<file path="src/rtl/mic_pkg.sv">
package mic_pkg;
    // register offsets (word indices, byte address is the offset times four)
    localparam logic [7:0] MIC_IDX_IRQ_CONTROL = 8'h0b;
    localparam logic [7:0] MIC_IDX_PERIPH_FLAGS = 8'h0c;
    localparam logic [7:0] MIC_IDX_PERIPH_ENABLES = 8'h8c;
    localparam logic [7:0] MIC_IDX_OPTION = 8'h81;
    localparam logic [7:0] MIC_IDX_CPU_STATUS = 8'h90;
    localparam int MIC_ADDR_W = 10;
    localparam logic [9:0] MIC_ADDR_IRQ_CONTROL = {MIC_IDX_IRQ_CONTROL, 2'b00};
    localparam logic [9:0] MIC_ADDR_PERIPH_FLAGS = {MIC_IDX_PERIPH_FLAGS, 2'b00};
    localparam logic [9:0] MIC_ADDR_PERIPH_ENABLES = {MIC_IDX_PERIPH_ENABLES, 2'b00};
    localparam logic [9:0] MIC_ADDR_OPTION = {MIC_IDX_OPTION, 2'b00};
    localparam logic [9:0] MIC_ADDR_CPU_STATUS = {MIC_IDX_CPU_STATUS, 2'b00};
    // irq_control field positions
    localparam int MIC_GIE_BIT = 7;
    localparam int MIC_PERIPHERAL_IRQ_ENABLE_BIT = 6;
    localparam int MIC_TIMER0_OVERFLOW_ENABLE_BIT = 5;
    localparam int MIC_EXTIE_BIT = 4;
    localparam int MIC_PCIE_BIT = 3;
    localparam int MIC_TIMER0_OVERFLOW_FLAG_BIT = 2;
    localparam int MIC_EXTIF_BIT = 1;
    localparam int MIC_PCIF_BIT = 0;
    // option register field
    localparam int MIC_EDGE_SEL_BIT = 6;
    // reset values, peripheral flag mask, vector address
    localparam logic [7:0] MIC_IRQ_CONTROL_RST = 8'h00;
    localparam logic [7:0] MIC_PERIPH_RST = 8'h00;
    localparam logic [7:0] MIC_OPTION_RST = 8'hff;
    localparam logic [7:0] MIC_PERIPH_MASK = 8'hf7;
    localparam logic [12:0] MIC_VECTOR = 13'h0004;
    // timing: quadrature phases per instruction cycle, vector latency
    localparam int MIC_QPHASES = 4;
    localparam int MIC_SYNC_LATENCY_TCY = 3;
    localparam logic [1:0] MIC_Q1 = 2'd0;
    localparam logic [1:0] MIC_Q2 = 2'd1;
    localparam logic [1:0] MIC_Q4 = 2'd3;
    localparam logic [1:0] MIC_AXI_OKAY = 2'b00;
    localparam logic [1:0] MIC_AXI_DECERR = 2'b11;

    // peripheral event strobes
    typedef struct packed {
        logic eeprom_done;
        logic comparator;
        logic serial_rx;
        logic serial_tx;
        logic capture_compare;
        logic timer2_match;
        logic timer1_overflow;
    } mic_periph_ev_type;

    // core sequencer handshake
    typedef struct packed {
        logic instr_done;
        logic return_from_isr;
        logic sleep_enter;
    } mic_core_ev_type;

    typedef enum logic [2:0] {
        MIC_RUN = 3'b001,
        MIC_ENTRY = 3'b010,
        MIC_SLEEP = 3'b100
    } mic_state_type;
endpackage : mic_pkg

</file>
<file path="src/rtl/mic_irq_ctrl.sv">
// Register access over AXI4-Lite was chosen for this implementation.
`timescale 1ns/1ps
// Behaviour
// RULE1: ten request sources collected
// RULE2: bit 7 global enable gates all
// RULE3: reset clears global enable
// RULE4: return from isr sets global enable
// RULE5: accept clears enable, push, vector 0004h
// RULE6: peripheral flags/enables in own registers
// RULE7: latency three to four instruction cycles
// RULE8: flags set regardless of enables
// RULE9: clearing global enable forces nop, pending
// RULE10: edge select picks rising or falling
// RULE11: valid edge sets ext flag bit 1
// RULE12: ext request wakes from sleep
// RULE13: timer0 rollover sets bit 2 flag
// RULE14: upper port change sets bit 0
// RULE15: change at q2 read may miss
// RULE16: ext flag sampled every q1; here a valid edge sets the flag in any q phase
// RULE17: only return pc saved
// RULE18: software clears flag before re-enable
// RULE19: enabled flag wakes regardless of global
// RULE20: request is global and gated sources
module mic_irq_ctrl
    import mic_pkg::*;
#(
    parameter int PC_W = 13
) (
    input wire logic aclk,
    input wire logic aresetn,
    input wire logic [MIC_ADDR_W-1:0] s_axi_awaddr,
    input wire logic s_axi_awvalid,
    output logic s_axi_awready,
    input wire logic [31:0] s_axi_wdata,
    input wire logic [3:0] s_axi_wstrb,
    input wire logic s_axi_wvalid,
    output logic s_axi_wready,
    output logic [1:0] s_axi_bresp,
    output logic s_axi_bvalid,
    input wire logic s_axi_bready,
    input wire logic [MIC_ADDR_W-1:0] s_axi_araddr,
    input wire logic s_axi_arvalid,
    output logic s_axi_arready,
    output logic [31:0] s_axi_rdata,
    output logic [1:0] s_axi_rresp,
    output logic s_axi_rvalid,
    input wire logic s_axi_rready,
    input wire logic ext_irq_pin,
    input wire logic [3:0] port_upper_pins,
    input wire logic port_read,
    input wire logic timer0_rollover,
    input wire mic_periph_ev_type periph_ev,
    input wire mic_core_ev_type core_ev,
    input wire logic [PC_W-1:0] next_pc,
    output logic [1:0] q_phase,
    output logic irq_request,
    output logic force_nop,
    output logic vector_load,
    output logic [PC_W-1:0] vector_pc,
    output logic stack_push,
    output logic [PC_W-1:0] stack_push_pc,
    output logic sleeping,
    output logic wake_up
);
    initial begin
        if (PC_W < 13 || PC_W > 16) begin
            $error("mic_irq_ctrl: PC_W must be 13..16");
        end
    end

    logic [7:0] irq_control_r;
    logic [7:0] periph_flags_r;
    logic [7:0] periph_enables_r;
    logic [7:0] option_r;
    logic [1:0] q_phase_r;
    logic ext_pin_d_r;
    logic [3:0] port_latch_r;
    logic [1:0] lat_cnt_r;
    logic gie_clr_nop_r;
    mic_state_type state_r;
    logic q1;
    logic q4;
    logic ext_edge;
    logic port_change;
    logic [7:0] periph_set;
    logic ctl_pending;
    logic per_pending;
    logic any_pending;
    logic accept;
    logic aw_hold_r;
    logic w_hold_r;
    logic [MIC_ADDR_W-1:0] awaddr_r;
    logic [31:0] wdata_r;
    logic [3:0] wstrb_r;
    logic wr_fire;
    logic wr_ctl;
    logic wr_pflag;
    logic wr_pen;
    logic wr_opt;
    logic [7:0] wbyte;

    // quadrature phase counter, one instruction cycle per four clocks
    always_ff @(posedge aclk) begin
        if (!aresetn) begin
            q_phase_r <= MIC_Q1;
        end else if (state_r != MIC_SLEEP) begin
            q_phase_r <= q_phase_r + 2'd1;
        end
    end
    assign q_phase = q_phase_r;
    assign q1 = (q_phase_r == MIC_Q1);
    assign q4 = (q_phase_r == MIC_Q4);

    // RULE10: edge selection
    // external pin edge detect, polarity from option bit
    always_ff @(posedge aclk) begin
        if (!aresetn) begin
            ext_pin_d_r <= 1'b0;
        end else begin
            ext_pin_d_r <= ext_irq_pin;
        end
    end
    assign ext_edge = option_r[MIC_EDGE_SEL_BIT] ? (ext_irq_pin && !ext_pin_d_r)
                                                 : (!ext_irq_pin && ext_pin_d_r);

    // RULE14: port change compare
    // RULE15: read window miss
    // latch refreshed on a port read in q2 only; change at q2 read is absorbed
    always_ff @(posedge aclk) begin
        if (!aresetn) begin
            port_latch_r <= 4'h0;
        end else if (port_read && q_phase_r == MIC_Q2) begin
            port_latch_r <= port_upper_pins;
        end
    end
    assign port_change = (port_upper_pins != port_latch_r) &&
                         !(port_read && q_phase_r == MIC_Q2);

    // RULE1: peripheral source mapping
    always_comb begin
        periph_set = 8'h00;
        periph_set[7] = periph_ev.eeprom_done;
        periph_set[6] = periph_ev.comparator;
        periph_set[5] = periph_ev.serial_rx;
        periph_set[4] = periph_ev.serial_tx;
        periph_set[2] = periph_ev.capture_compare;
        periph_set[1] = periph_ev.timer2_match;
        periph_set[0] = periph_ev.timer1_overflow;
    end

    // axi write channel capture, address and data in either order
    always_ff @(posedge aclk) begin
        if (!aresetn) begin
            aw_hold_r <= 1'b0;
            w_hold_r <= 1'b0;
            awaddr_r <= '0;
            wdata_r <= 32'h0000_0000;
            wstrb_r <= 4'h0;
        end else begin
            if (s_axi_awvalid && s_axi_awready) begin
                aw_hold_r <= 1'b1;
                awaddr_r <= s_axi_awaddr;
            end else if (wr_fire) begin
                aw_hold_r <= 1'b0;
            end
            if (s_axi_wvalid && s_axi_wready) begin
                w_hold_r <= 1'b1;
                wdata_r <= s_axi_wdata;
                wstrb_r <= s_axi_wstrb;
            end else if (wr_fire) begin
                w_hold_r <= 1'b0;
            end
        end
    end
    assign s_axi_awready = !aw_hold_r && !s_axi_bvalid;
    assign s_axi_wready = !w_hold_r && !s_axi_bvalid;
    assign wr_fire = aw_hold_r && w_hold_r;
    assign wbyte = wstrb_r[0] ? wdata_r[7:0] : 8'h00;
    assign wr_ctl = wr_fire && wstrb_r[0] && awaddr_r == MIC_ADDR_IRQ_CONTROL;
    assign wr_pflag = wr_fire && wstrb_r[0] && awaddr_r == MIC_ADDR_PERIPH_FLAGS;
    assign wr_pen = wr_fire && wstrb_r[0] && awaddr_r == MIC_ADDR_PERIPH_ENABLES;
    assign wr_opt = wr_fire && wstrb_r[0] && awaddr_r == MIC_ADDR_OPTION;

    // write response, decode error for unmapped addresses
    always_ff @(posedge aclk) begin
        if (!aresetn) begin
            s_axi_bvalid <= 1'b0;
            s_axi_bresp <= MIC_AXI_OKAY;
        end else if (wr_fire) begin
            s_axi_bvalid <= 1'b1;
            s_axi_bresp <= (awaddr_r == MIC_ADDR_IRQ_CONTROL ||
                            awaddr_r == MIC_ADDR_PERIPH_FLAGS ||
                            awaddr_r == MIC_ADDR_PERIPH_ENABLES ||
                            awaddr_r == MIC_ADDR_OPTION ||
                            awaddr_r == MIC_ADDR_CPU_STATUS) ? MIC_AXI_OKAY : MIC_AXI_DECERR;
        end else if (s_axi_bready) begin
            s_axi_bvalid <= 1'b0;
        end
    end

    // RULE20: request gating
    assign ctl_pending = (irq_control_r[MIC_TIMER0_OVERFLOW_ENABLE_BIT] && irq_control_r[MIC_TIMER0_OVERFLOW_FLAG_BIT]) ||
                         (irq_control_r[MIC_EXTIE_BIT] && irq_control_r[MIC_EXTIF_BIT]) ||
                         (irq_control_r[MIC_PCIE_BIT] && irq_control_r[MIC_PCIF_BIT]);
    assign per_pending = irq_control_r[MIC_PERIPHERAL_IRQ_ENABLE_BIT] &&
                         |(periph_flags_r & periph_enables_r & MIC_PERIPH_MASK);
    assign any_pending = ctl_pending || per_pending;
    // RULE2: global gate
    assign irq_request = irq_control_r[MIC_GIE_BIT] && any_pending;

    // RULE3: reset clears enables
    // RULE8: flags set regardless of enables
    // RULE11: ext flag bit 1
    // RULE13: timer0 flag bit 2
    // RULE16: ext flag settable in any q phase
    // control register: hardware set wins over software clear
    always_ff @(posedge aclk) begin
        if (!aresetn) begin
            irq_control_r <= MIC_IRQ_CONTROL_RST;
        end else begin
            if (wr_ctl) begin
                irq_control_r <= wbyte;
            end
            // RULE5: entry clears global
            if (accept) begin
                irq_control_r[MIC_GIE_BIT] <= 1'b0;
            end
            // RULE4: return sets global
            if (core_ev.return_from_isr) begin
                irq_control_r[MIC_GIE_BIT] <= 1'b1;
            end
            if (ext_edge) begin
                irq_control_r[MIC_EXTIF_BIT] <= 1'b1;
            end
            if (timer0_rollover) begin
                irq_control_r[MIC_TIMER0_OVERFLOW_FLAG_BIT] <= 1'b1;
            end
            if (port_change) begin
                irq_control_r[MIC_PCIF_BIT] <= 1'b1;
            end
        end
    end

    // RULE6: peripheral flags and enables
    always_ff @(posedge aclk) begin
        if (!aresetn) begin
            periph_flags_r <= MIC_PERIPH_RST;
            periph_enables_r <= MIC_PERIPH_RST;
            option_r <= MIC_OPTION_RST;
        end else begin
            if (wr_pen) begin
                periph_enables_r <= wbyte & MIC_PERIPH_MASK;
            end
            if (wr_opt) begin
                option_r <= wbyte;
            end
            periph_flags_r <= ((wr_pflag ? wbyte : periph_flags_r) | periph_set)
                              & MIC_PERIPH_MASK;
        end
    end

    // RULE9: nop after global clear
    // software clear of global enable masks the q1 request sample until the next q4
    always_ff @(posedge aclk) begin
        if (!aresetn) begin
            gie_clr_nop_r <= 1'b0;
        end else if (wr_ctl && !wbyte[MIC_GIE_BIT]) begin
            gie_clr_nop_r <= 1'b1;
        end else if (q4) begin
            gie_clr_nop_r <= 1'b0;
        end
    end
    assign force_nop = gie_clr_nop_r;

    // RULE7: latency count
    // request sampled at q1, vector after three instruction cycles
    always_ff @(posedge aclk) begin
        if (!aresetn) begin
            lat_cnt_r <= 2'd0;
        end else if (state_r == MIC_RUN && irq_request && !gie_clr_nop_r && q1) begin
            lat_cnt_r <= 2'(MIC_SYNC_LATENCY_TCY - 1);
        end else if (state_r == MIC_ENTRY && q4 && lat_cnt_r != 2'd0) begin
            lat_cnt_r <= lat_cnt_r - 2'd1;
        end
    end

    // RULE12: ext wake
    // RULE19: wake ignores global
    // sequencer: run, entry wait, sleep
    always_ff @(posedge aclk) begin
        if (!aresetn) begin
            state_r <= MIC_RUN;
        end else begin
            case (state_r)
                MIC_RUN: begin
                    if (irq_request && !gie_clr_nop_r && q1) begin
                        state_r <= MIC_ENTRY;
                    end else if (core_ev.sleep_enter && !any_pending) begin
                        state_r <= MIC_SLEEP;
                    end
                end
                MIC_ENTRY: begin
                    if (accept) begin
                        state_r <= MIC_RUN;
                    end
                end
                MIC_SLEEP: begin
                    if (any_pending) begin
                        state_r <= MIC_RUN;
                    end
                end
                default: begin
                    state_r <= MIC_RUN;
                end
            endcase
        end
    end
    assign accept = state_r == MIC_ENTRY && q4 && lat_cnt_r == 2'd0;
    assign sleeping = state_r == MIC_SLEEP;
    assign wake_up = state_r == MIC_SLEEP && any_pending;

    // RULE5: push and vector
    // RULE17: only pc saved
    always_ff @(posedge aclk) begin
        if (!aresetn) begin
            vector_load <= 1'b0;
            stack_push <= 1'b0;
            vector_pc <= '0;
            stack_push_pc <= '0;
        end else begin
            vector_load <= accept;
            stack_push <= accept;
            if (accept) begin
                vector_pc <= PC_W'(MIC_VECTOR);
                stack_push_pc <= next_pc;
            end
        end
    end

    // read channel
    always_ff @(posedge aclk) begin
        if (!aresetn) begin
            s_axi_rvalid <= 1'b0;
            s_axi_rdata <= 32'h0000_0000;
            s_axi_rresp <= MIC_AXI_OKAY;
        end else if (s_axi_arvalid && s_axi_arready) begin
            s_axi_rvalid <= 1'b1;
            s_axi_rresp <= MIC_AXI_OKAY;
            case (s_axi_araddr)
                MIC_ADDR_IRQ_CONTROL: s_axi_rdata <= {24'h00_0000, irq_control_r};
                MIC_ADDR_PERIPH_FLAGS: s_axi_rdata <= {24'h00_0000, periph_flags_r};
                MIC_ADDR_PERIPH_ENABLES: s_axi_rdata <= {24'h00_0000, periph_enables_r};
                MIC_ADDR_OPTION: s_axi_rdata <= {24'h00_0000, option_r};
                MIC_ADDR_CPU_STATUS: begin
                    s_axi_rdata <= {24'h00_0000, 3'b000, state_r, q_phase_r};
                end
                default: begin
                    s_axi_rdata <= 32'h0000_0000;
                    s_axi_rresp <= MIC_AXI_DECERR;
                end
            endcase
        end else if (s_axi_rready) begin
            s_axi_rvalid <= 1'b0;
        end
    end
    assign s_axi_arready = !s_axi_rvalid;
endmodule : mic_irq_ctrl

</file>
<file path="config.mk">
export PLATFORM = sky130hd
export DESIGN_NAME = mic_irq_ctrl
export DESIGN_NICKNAME = d
export VERILOG_FILES = /design/src/rtl/mic_pkg.sv /design/src/rtl/mic_irq_ctrl.sv
export SDC_FILE = /design/constraint.sdc
export NUM_CORES = 1
export LEC_CHECK = 0
export ABC_AREA = 1
export BUFFER_PORTS_ARGS = -buffer_cell sky130_fd_sc_hd__buf_4
export CORE_MARGIN = 5
export CORE_UTILIZATION = 51
export CTS_BUF_LIST = sky130_fd_sc_hd__clkbuf_2
export CTS_CLUSTER_SIZE = 14
export DETAILED_ROUTE_END_ITERATION = 8
export PLACE_DENSITY_LB_ADDON = 0.3
export SKIP_LAST_GASP = 1
export SLEW_MARGIN = 10
export SYNTH_ARGS = -nofsm -noshare
export SYNTH_HDL_FRONTEND = slang
export SYNTH_SLANG_ARGS = --single-unit
</file>
<file path="constraint.sdc">
create_clock -name aclk -period 1.5 [get_ports aclk]
set_input_delay 0.075 -clock aclk [delete_from_list [all_inputs] [get_ports aclk]]
set_output_delay 0.075 -clock aclk [all_outputs]
set_load 0.05 [all_outputs]
</file>
# Word level (Yosys, flattened, before mapping)
# Index checks and enable logic that the tools add are counted.
# Widths: inputs -> output; s select.
# totals
regBits	118
mem_count	0
word_cells	147
ram_bits	0
inputBits	93
latchBits	0
rom_bits	0
out_inout_bits	75
# op_classes
n_mux	28
n_mul	0
shifts	0
n_reduce_logical	65
magnitude_cmp	0
addsub	2
n_eq_ne	20
n_div	0
n_bitwise	3
# op_table
cell	count
$eq 10x10->1 const B	6
$eq 10x6->1 const B	4
$pmux 8 s5	1
$logic_and 1x1->1	31
$mux 8	3
$reduce_bool 2->1	10
$mux 1	15
$mux 3	4
$logic_not 1->1	10
$pmux 3 s3	1
$and 8x8->8	1
$mux 2	4
$or 8x8->8	1
$logic_or 1x1->1	7
$reduce_or 7->1	1
$reduce_or 5->1	1
$logic_not 2->1	2
$ne 4x4->1	1
$eq 3x1->1 const B	1
$eq 3x2->1 const B	1
$eq 3x3->1 const B	1
$ne 3x1->1 const B	1
$ne 3x3->1 const B	1
$reduce_and 3->1	1
other kinds (9)	9

# Longest topological paths before layout
# depth
depth_word	9
mapped_depth	11
ltp_nobuf	11

# Worst setup path after synthesis
# Ideal clock, no wire load.
# synth_timing
kind	reg-to-output
from	register periph_enables_r[7]
to	output wake_up
stages_incl_launch_ff	9
arrival_ns	2.158
t_required_ns	1.425
n_path_buf	0
slack_ns	-0.733
path_cell_list	dfxtp_1 nand2_1 nand2_1 nor2_1 nand2_1 nand2_1 nand2_1 inv_1 nor4_1
# synth_via
elab_chain_cells	5
# synth_rtl
element	line	source
start, declared	mic_irq_ctrl.sv:73	logic [7:0] periph_enables_r;
start signal, assigned	mic_irq_ctrl.sv:252	periph_enables_r <= wbyte & MIC_PERIPH_MASK;
$and 8x8->8	mic_irq_ctrl.sv:206	|(periph_flags_r & periph_enables_r & MIC_PERIPH_MASK);
$reduce_or 7->1	mic_irq_ctrl.sv:206	
$logic_and 1x1->1	mic_irq_ctrl.sv:205	assign per_pending = irq_control_r[MIC_PERIPHERAL_IRQ_ENABLE_BIT] &&
$logic_or 1x1->1	mic_irq_ctrl.sv:207	assign any_pending = ctl_pending || per_pending;
$logic_and 1x1->1	mic_irq_ctrl.sv:320	assign wake_up = state_r == MIC_SLEEP && any_pending;
end, declared	mic_irq_ctrl.sv:63	output logic wake_up
# No other way between the ends.

# Worst setup path after layout
# layout_timing
from	register periph_enables_r[4]
to	output wake_up
# The elaborated chain is that of the path after synthesis.

==> impl_table.tex <==
\begin{tabular}{lr}
\hline
Metric & Value \\
\hline
\multicolumn{2}{l}{\textbf{Routing}} \\
\quad Total routed wirelength & around 13 mm \\
\quad Residual antenna-violating net count after detailed routing & 0 \\
\quad Via count normalized by instance count & around 5.0 \\
\quad Number of iterations in the first detailed-routing pass & 5 \\
\quad Total number of vias & 4,481 \\
\quad Remaining DRCs & 0 \\
\quad Post-detailed-route wirelength per cell & between 10 and 15 um \\
\quad Detailed router's first-iteration violation count & about 240 \\
\multicolumn{2}{l}{\textbf{Power and ir drop}} \\
\quad Post-layout power & between 0.004 and 0.005 W \\
\quad Power density relative to cell area & 806 nW/um2 \\
\quad Peak supply drop & between 0.4 and 0.5 mV \\
\quad Reported leakage power & $\sim$2.9 nW \\
\multicolumn{2}{l}{\textbf{Worst setup path}} \\
\quad Critical Path, Cell by Cell & nand2\_1, nand2\_1, nor2\_1, nand2\_1, nand2\_2, nand2\_2, inv\_1, nor4\_2, buf\_4 \\
\quad Worst-case register-to-register setup slack & about 20 ps \\
\quad Timing startpoint of the critical path & periph\_enables\_r[4] \\
\quad Worst setup SP type & flop \\
\quad Worst EP arrival & 1750 ps \\
\quad Most frequent cell on the critical path & nand2\_1 \\
\quad Logic depth of the worst path, buffers included & 9 \\
\quad Cells on worst reg2reg path & 7 \\
\quad End of the worst register-to-register path & stack\_push\_pc[12] \\
\quad Critical R2R Launch & state\_r[0] \\
\quad Setup crit end kind & output port \\
\quad Capture point of the critical path & wake\_up \\
\quad Slowest stage delay, CP & between 400 and 500 ps \\
\quad Critical path buffer and inverter count & 2 \\
\quad Required @ worst endpoint & $\sim$1400 ps \\
\quad Worst-path fanout max & 3 \\
\quad Cell class contributing the biggest share of worst-path delay & simple AND/OR/NAND/NOR gates \\
\quad Worst-path cell with the longest stage delay & dfxtp\_1 \\
\quad Setup Crit Path Kind & reg2out \\
\multicolumn{2}{l}{\textbf{Timing}} \\
\quad Post-route clock period utilization & 122\% \\
\quad Setup repair after global routing missed its margin & yes \\
\quad Final setup margin & -326 ps \\
\quad Count of final hold-check violations & 0 \\
\quad Relative slew slack & around two thirds \\
\quad Worst Max-Slew Pin Slew & 526 ps \\
\quad Final worst path period need & around 1800 ps \\
\quad Max Fclk & around 550 MHz \\
\quad Layout Skew & 34.7 ps \\
\quad Final setup violation count & 2 \\
\quad Number of max-slew violations in the final report & 0 \\
\multicolumn{2}{l}{\textbf{Clock tree}} \\
\quad TritonCTS Buffers & 9 \\
\quad Root Driver & clkbuf\_2 \\
\quad Clock latency on the worst-skew pair & about 550 ps \\
\quad Maximum count of clock buffers along a single path & 2 \\
\quad Post-CTS clock slew at the launch and capture registers of the worst setup and hold paths & 280 ps \\
\quad Clock sink count & 91 \\
\quad CTS H-tree lvls & 3 \\
\quad Clock tree from TritonCTS & built \\
\multicolumn{2}{l}{\textbf{Global route}} \\
\quad GRT Residual Overflow & 0 \\
\quad Largest net degree at the start of global routing & around 80 \\
\quad Number of antenna violations at the first check in global routing & 0 \\
\quad Number of global-route vias before repair & about 4,300 \\
\quad Met1 Track Usage GR & a little over a quarter \\
\quad Global-route wire length before repair & slightly below 20 mm \\
\quad Most utilized layer in the global route result & met2 \\
\quad Met2 track demand over resource in global routing & between 40\% and 50\% \\
\quad Total routing resource utilization after global routing & roughly 23\% \\
\quad Met3 Track Usage GR & 5.01\% \\
\multicolumn{2}{l}{\textbf{Layout}} \\
\quad Area growth from synthesis to layout & 39.7\% \\
\quad Filler cell count & 650 \\
\quad Core occupancy in the finished layout & between 70\% and 80\% \\
\quad Post-layout net count & a little under 900 \\
\quad Share of final-layout standard cells stronger than drive strength 1 & between 20 and 30\% \\
\quad Number of antenna diodes & 0 \\
\multicolumn{2}{l}{\textbf{Logic synthesis}} \\
\quad Yosys warning total & 0 \\
\quad Synthesized area per cell & 7.38 um2 \\
\quad Cell area after technology mapping & around 4400 um2 \\
\quad Synth unique cells & 36 \\
\quad \#FFs+latches synth & 91 \\
\quad Sequential share of the synthesized area & 41.2\% \\
\quad Synth Instances & 600 \\
\multicolumn{2}{l}{\textbf{Placement}} \\
\quad Placed wire-length estimate & approximately 8 mm \\
\quad Quantity of I/O buffers inserted on ports & between 100 and 150 \\
\quad Weighted congestion reported at the end of routability-driven placement & roughly 0.93 \\
\multicolumn{2}{l}{\textbf{Floorplanning}} \\
\quad Starting utilization of the core area & just over 50\% \\
\quad Vertical extent of the die & roughly 100 um \\
\quad Die area & about 11,000 um2 \\
\quad Core area & 8590 um2 \\
\quad Number of ports placed on the die boundary & approximately 170 \\
\quad Die width & between 100 and 150 um \\
\quad Num rows & 34 \\
\multicolumn{2}{l}{\textbf{Worst hold path}} \\
\quad Worst hold-check path type & in2reg \\
\quad Start point of the worst hold path & s\_axi\_araddr[9] \\
\multicolumn{2}{l}{\textbf{Flow run}} \\
\quad Max Cap Viol & 0 \\
\multicolumn{2}{l}{\textbf{Run status}} \\
\quad Violated checks & setup timing \\
\quad Status & finished, violations left \\
\hline
\end{tabular}
where the power goes:
| part | internal (W) | switching [W] | leakage, nW |
|---|---|---|---|
| registers | 0.00255 | 0.0000877 | 0.753 |
| clock network | 0.000231 | 0.000875 | 0.0660 |
| logic | 0.000452 | 0.000786 | 2.09 |
sequential cells by signal, summed over array words and instances, names as in the netlist, 7 cells and up:
signal,cells
periph_enables_r,7
s_axi_rdata,8
periph_flags_r,7
option_r,8
wdata_r,8
stack_push_pc,13
irq_control_r,8
awaddr_r,10
cells by family after synthesis:
kind of cell | synth area share, %
and+or+nand+nor | 22.4
AOI/OAI and AO/OA | 18.4
buffers and inverters | 15.8
DFF | 41.2
xor gates and xnor gates | 0.990
adders and majority gates | 1.13
other | 0.0847
metal layers:
layer / vias up / routed length, um
li1: 2240 / -
met1: 2036 / 4950
met4: 0 / 187
met5: - / 0
met2: 185 / 6470
met3: 20 / 906
layout make-up:
class	count	area, um2	area share, %
Inverter	78	299	4.84
Tap cell	108	135	2.19
Clock buffer	10	50.0	0.810
Sequential cell	91	1850	30.0
Clock inverter	6	41.3	0.668
Timing Repair Buffer	193	1670	26.9
Multi-Input combinational cell	407	2140	34.6
metrics by stage:
step	setup TNS [ps]	hold slack [ps]	setup slack [ps]	instance area, um2	cells
after floorplan	-145	168	-145	4600	635
after global placement	0	270	137	5230	798
after detailed placement	0	277	90.8	5230	798
after CTS	-652	9.06	-330	6010	883
after global routing	-1530	59.7	-503	6180	893
final	-640	17.1	-326	6180	893
worst min path at each step:
stage / to / slack, ps / cells after the start
detailed placement: ext_pin_d_r / 280 / 3
finish: s_axi_rdata[6] / 20 / 6
global placement: ext_pin_d_r / 270 / 3
CTS: s_axi_rdata[6] / 9 / 6
floorplan: ext_pin_d_r / 170 / 2
global route: s_axi_rdata[3] / 60 / 8
worst min-delay path: cells and delay by family:
family | cells | cell delay, ps
buffers and inverters | 1 | 80
AO/OA/AOI/OAI | 1 | 50
AND/OR/NAND/NOR | 4 | 350
Yosys cell counts (all sizes together):
| cell | number | area share (%) |
|---|---|---|
| dfxtp | 91 | 41 |
| nand2 | 86 | 7.6 |
| o21ai | 83 | 9.6 |
| inv | 78 | 6.6 |
| a21oi | 59 | 6.9 |
| nor2 | 55 | 5.5 |
| buf | 49 | 8.3 |
| nand3 | 46 | 6.2 |
| clkbuf | 11 | 0.93 |
| nor3 | 10 | 1.5 |
| o211ai | 9 | 1.5 |
| ha | 4 | 1.1 |
| nand3b | 4 | 0.68 |
| nand4 | 4 | 0.57 |
| xnor2 | 3 | 0.59 |
| xor2 | 2 | 0.40 |
| and2 | 1 | 0.14 |
| conb | 1 | 0.085 |
| nor4 | 1 | 0.14 |
| o21a | 1 | 0.17 |
| o21bai | 1 | 0.17 |
| or2 | 1 | 0.14 |
placed cells by master, fill, tap and decap left out, types with 2 or more instances in the layout:
cell type / count
a21oi_2: 5
nand4_1: 4
a21oi_1: 54
dfxtp_1: 68
dlygate4sd3_1: 55
nand3_2: 5
buf_4: 130
clkinv_4: 2
nand2_2: 6
buf_6: 3
ha_1: 4
buf_12: 4
xnor2_1: 3
nor3_4: 2
dfxtp_2: 22
nor3_1: 7
inv_2: 5
inv_1: 71
o21ai_1: 12
o211ai_1: 9
clkbuf_2: 10
nor2_2: 2
nor2_4: 8
nand3b_1: 4
o21ai_0: 68
conb_1: 36
o21ai_2: 3
nor2_1: 45
nand3_1: 38
xor2_1: 2
nand2_1: 79
clkinv_2: 3
nand3_4: 4
timing repair:
action / 4_1_cts / 5_1_grt
hold buffers: 55 / 0
setup buffers: 14 / 8
endpoints found under the setup margin: 3 / 29
pin swaps: 1 / 8
resized for setup: 20 / 19
cloned: 0 / 2
endpoints found under the hold margin: 64 / 0
Note: power is estimated with default switching activity, not from simulation.
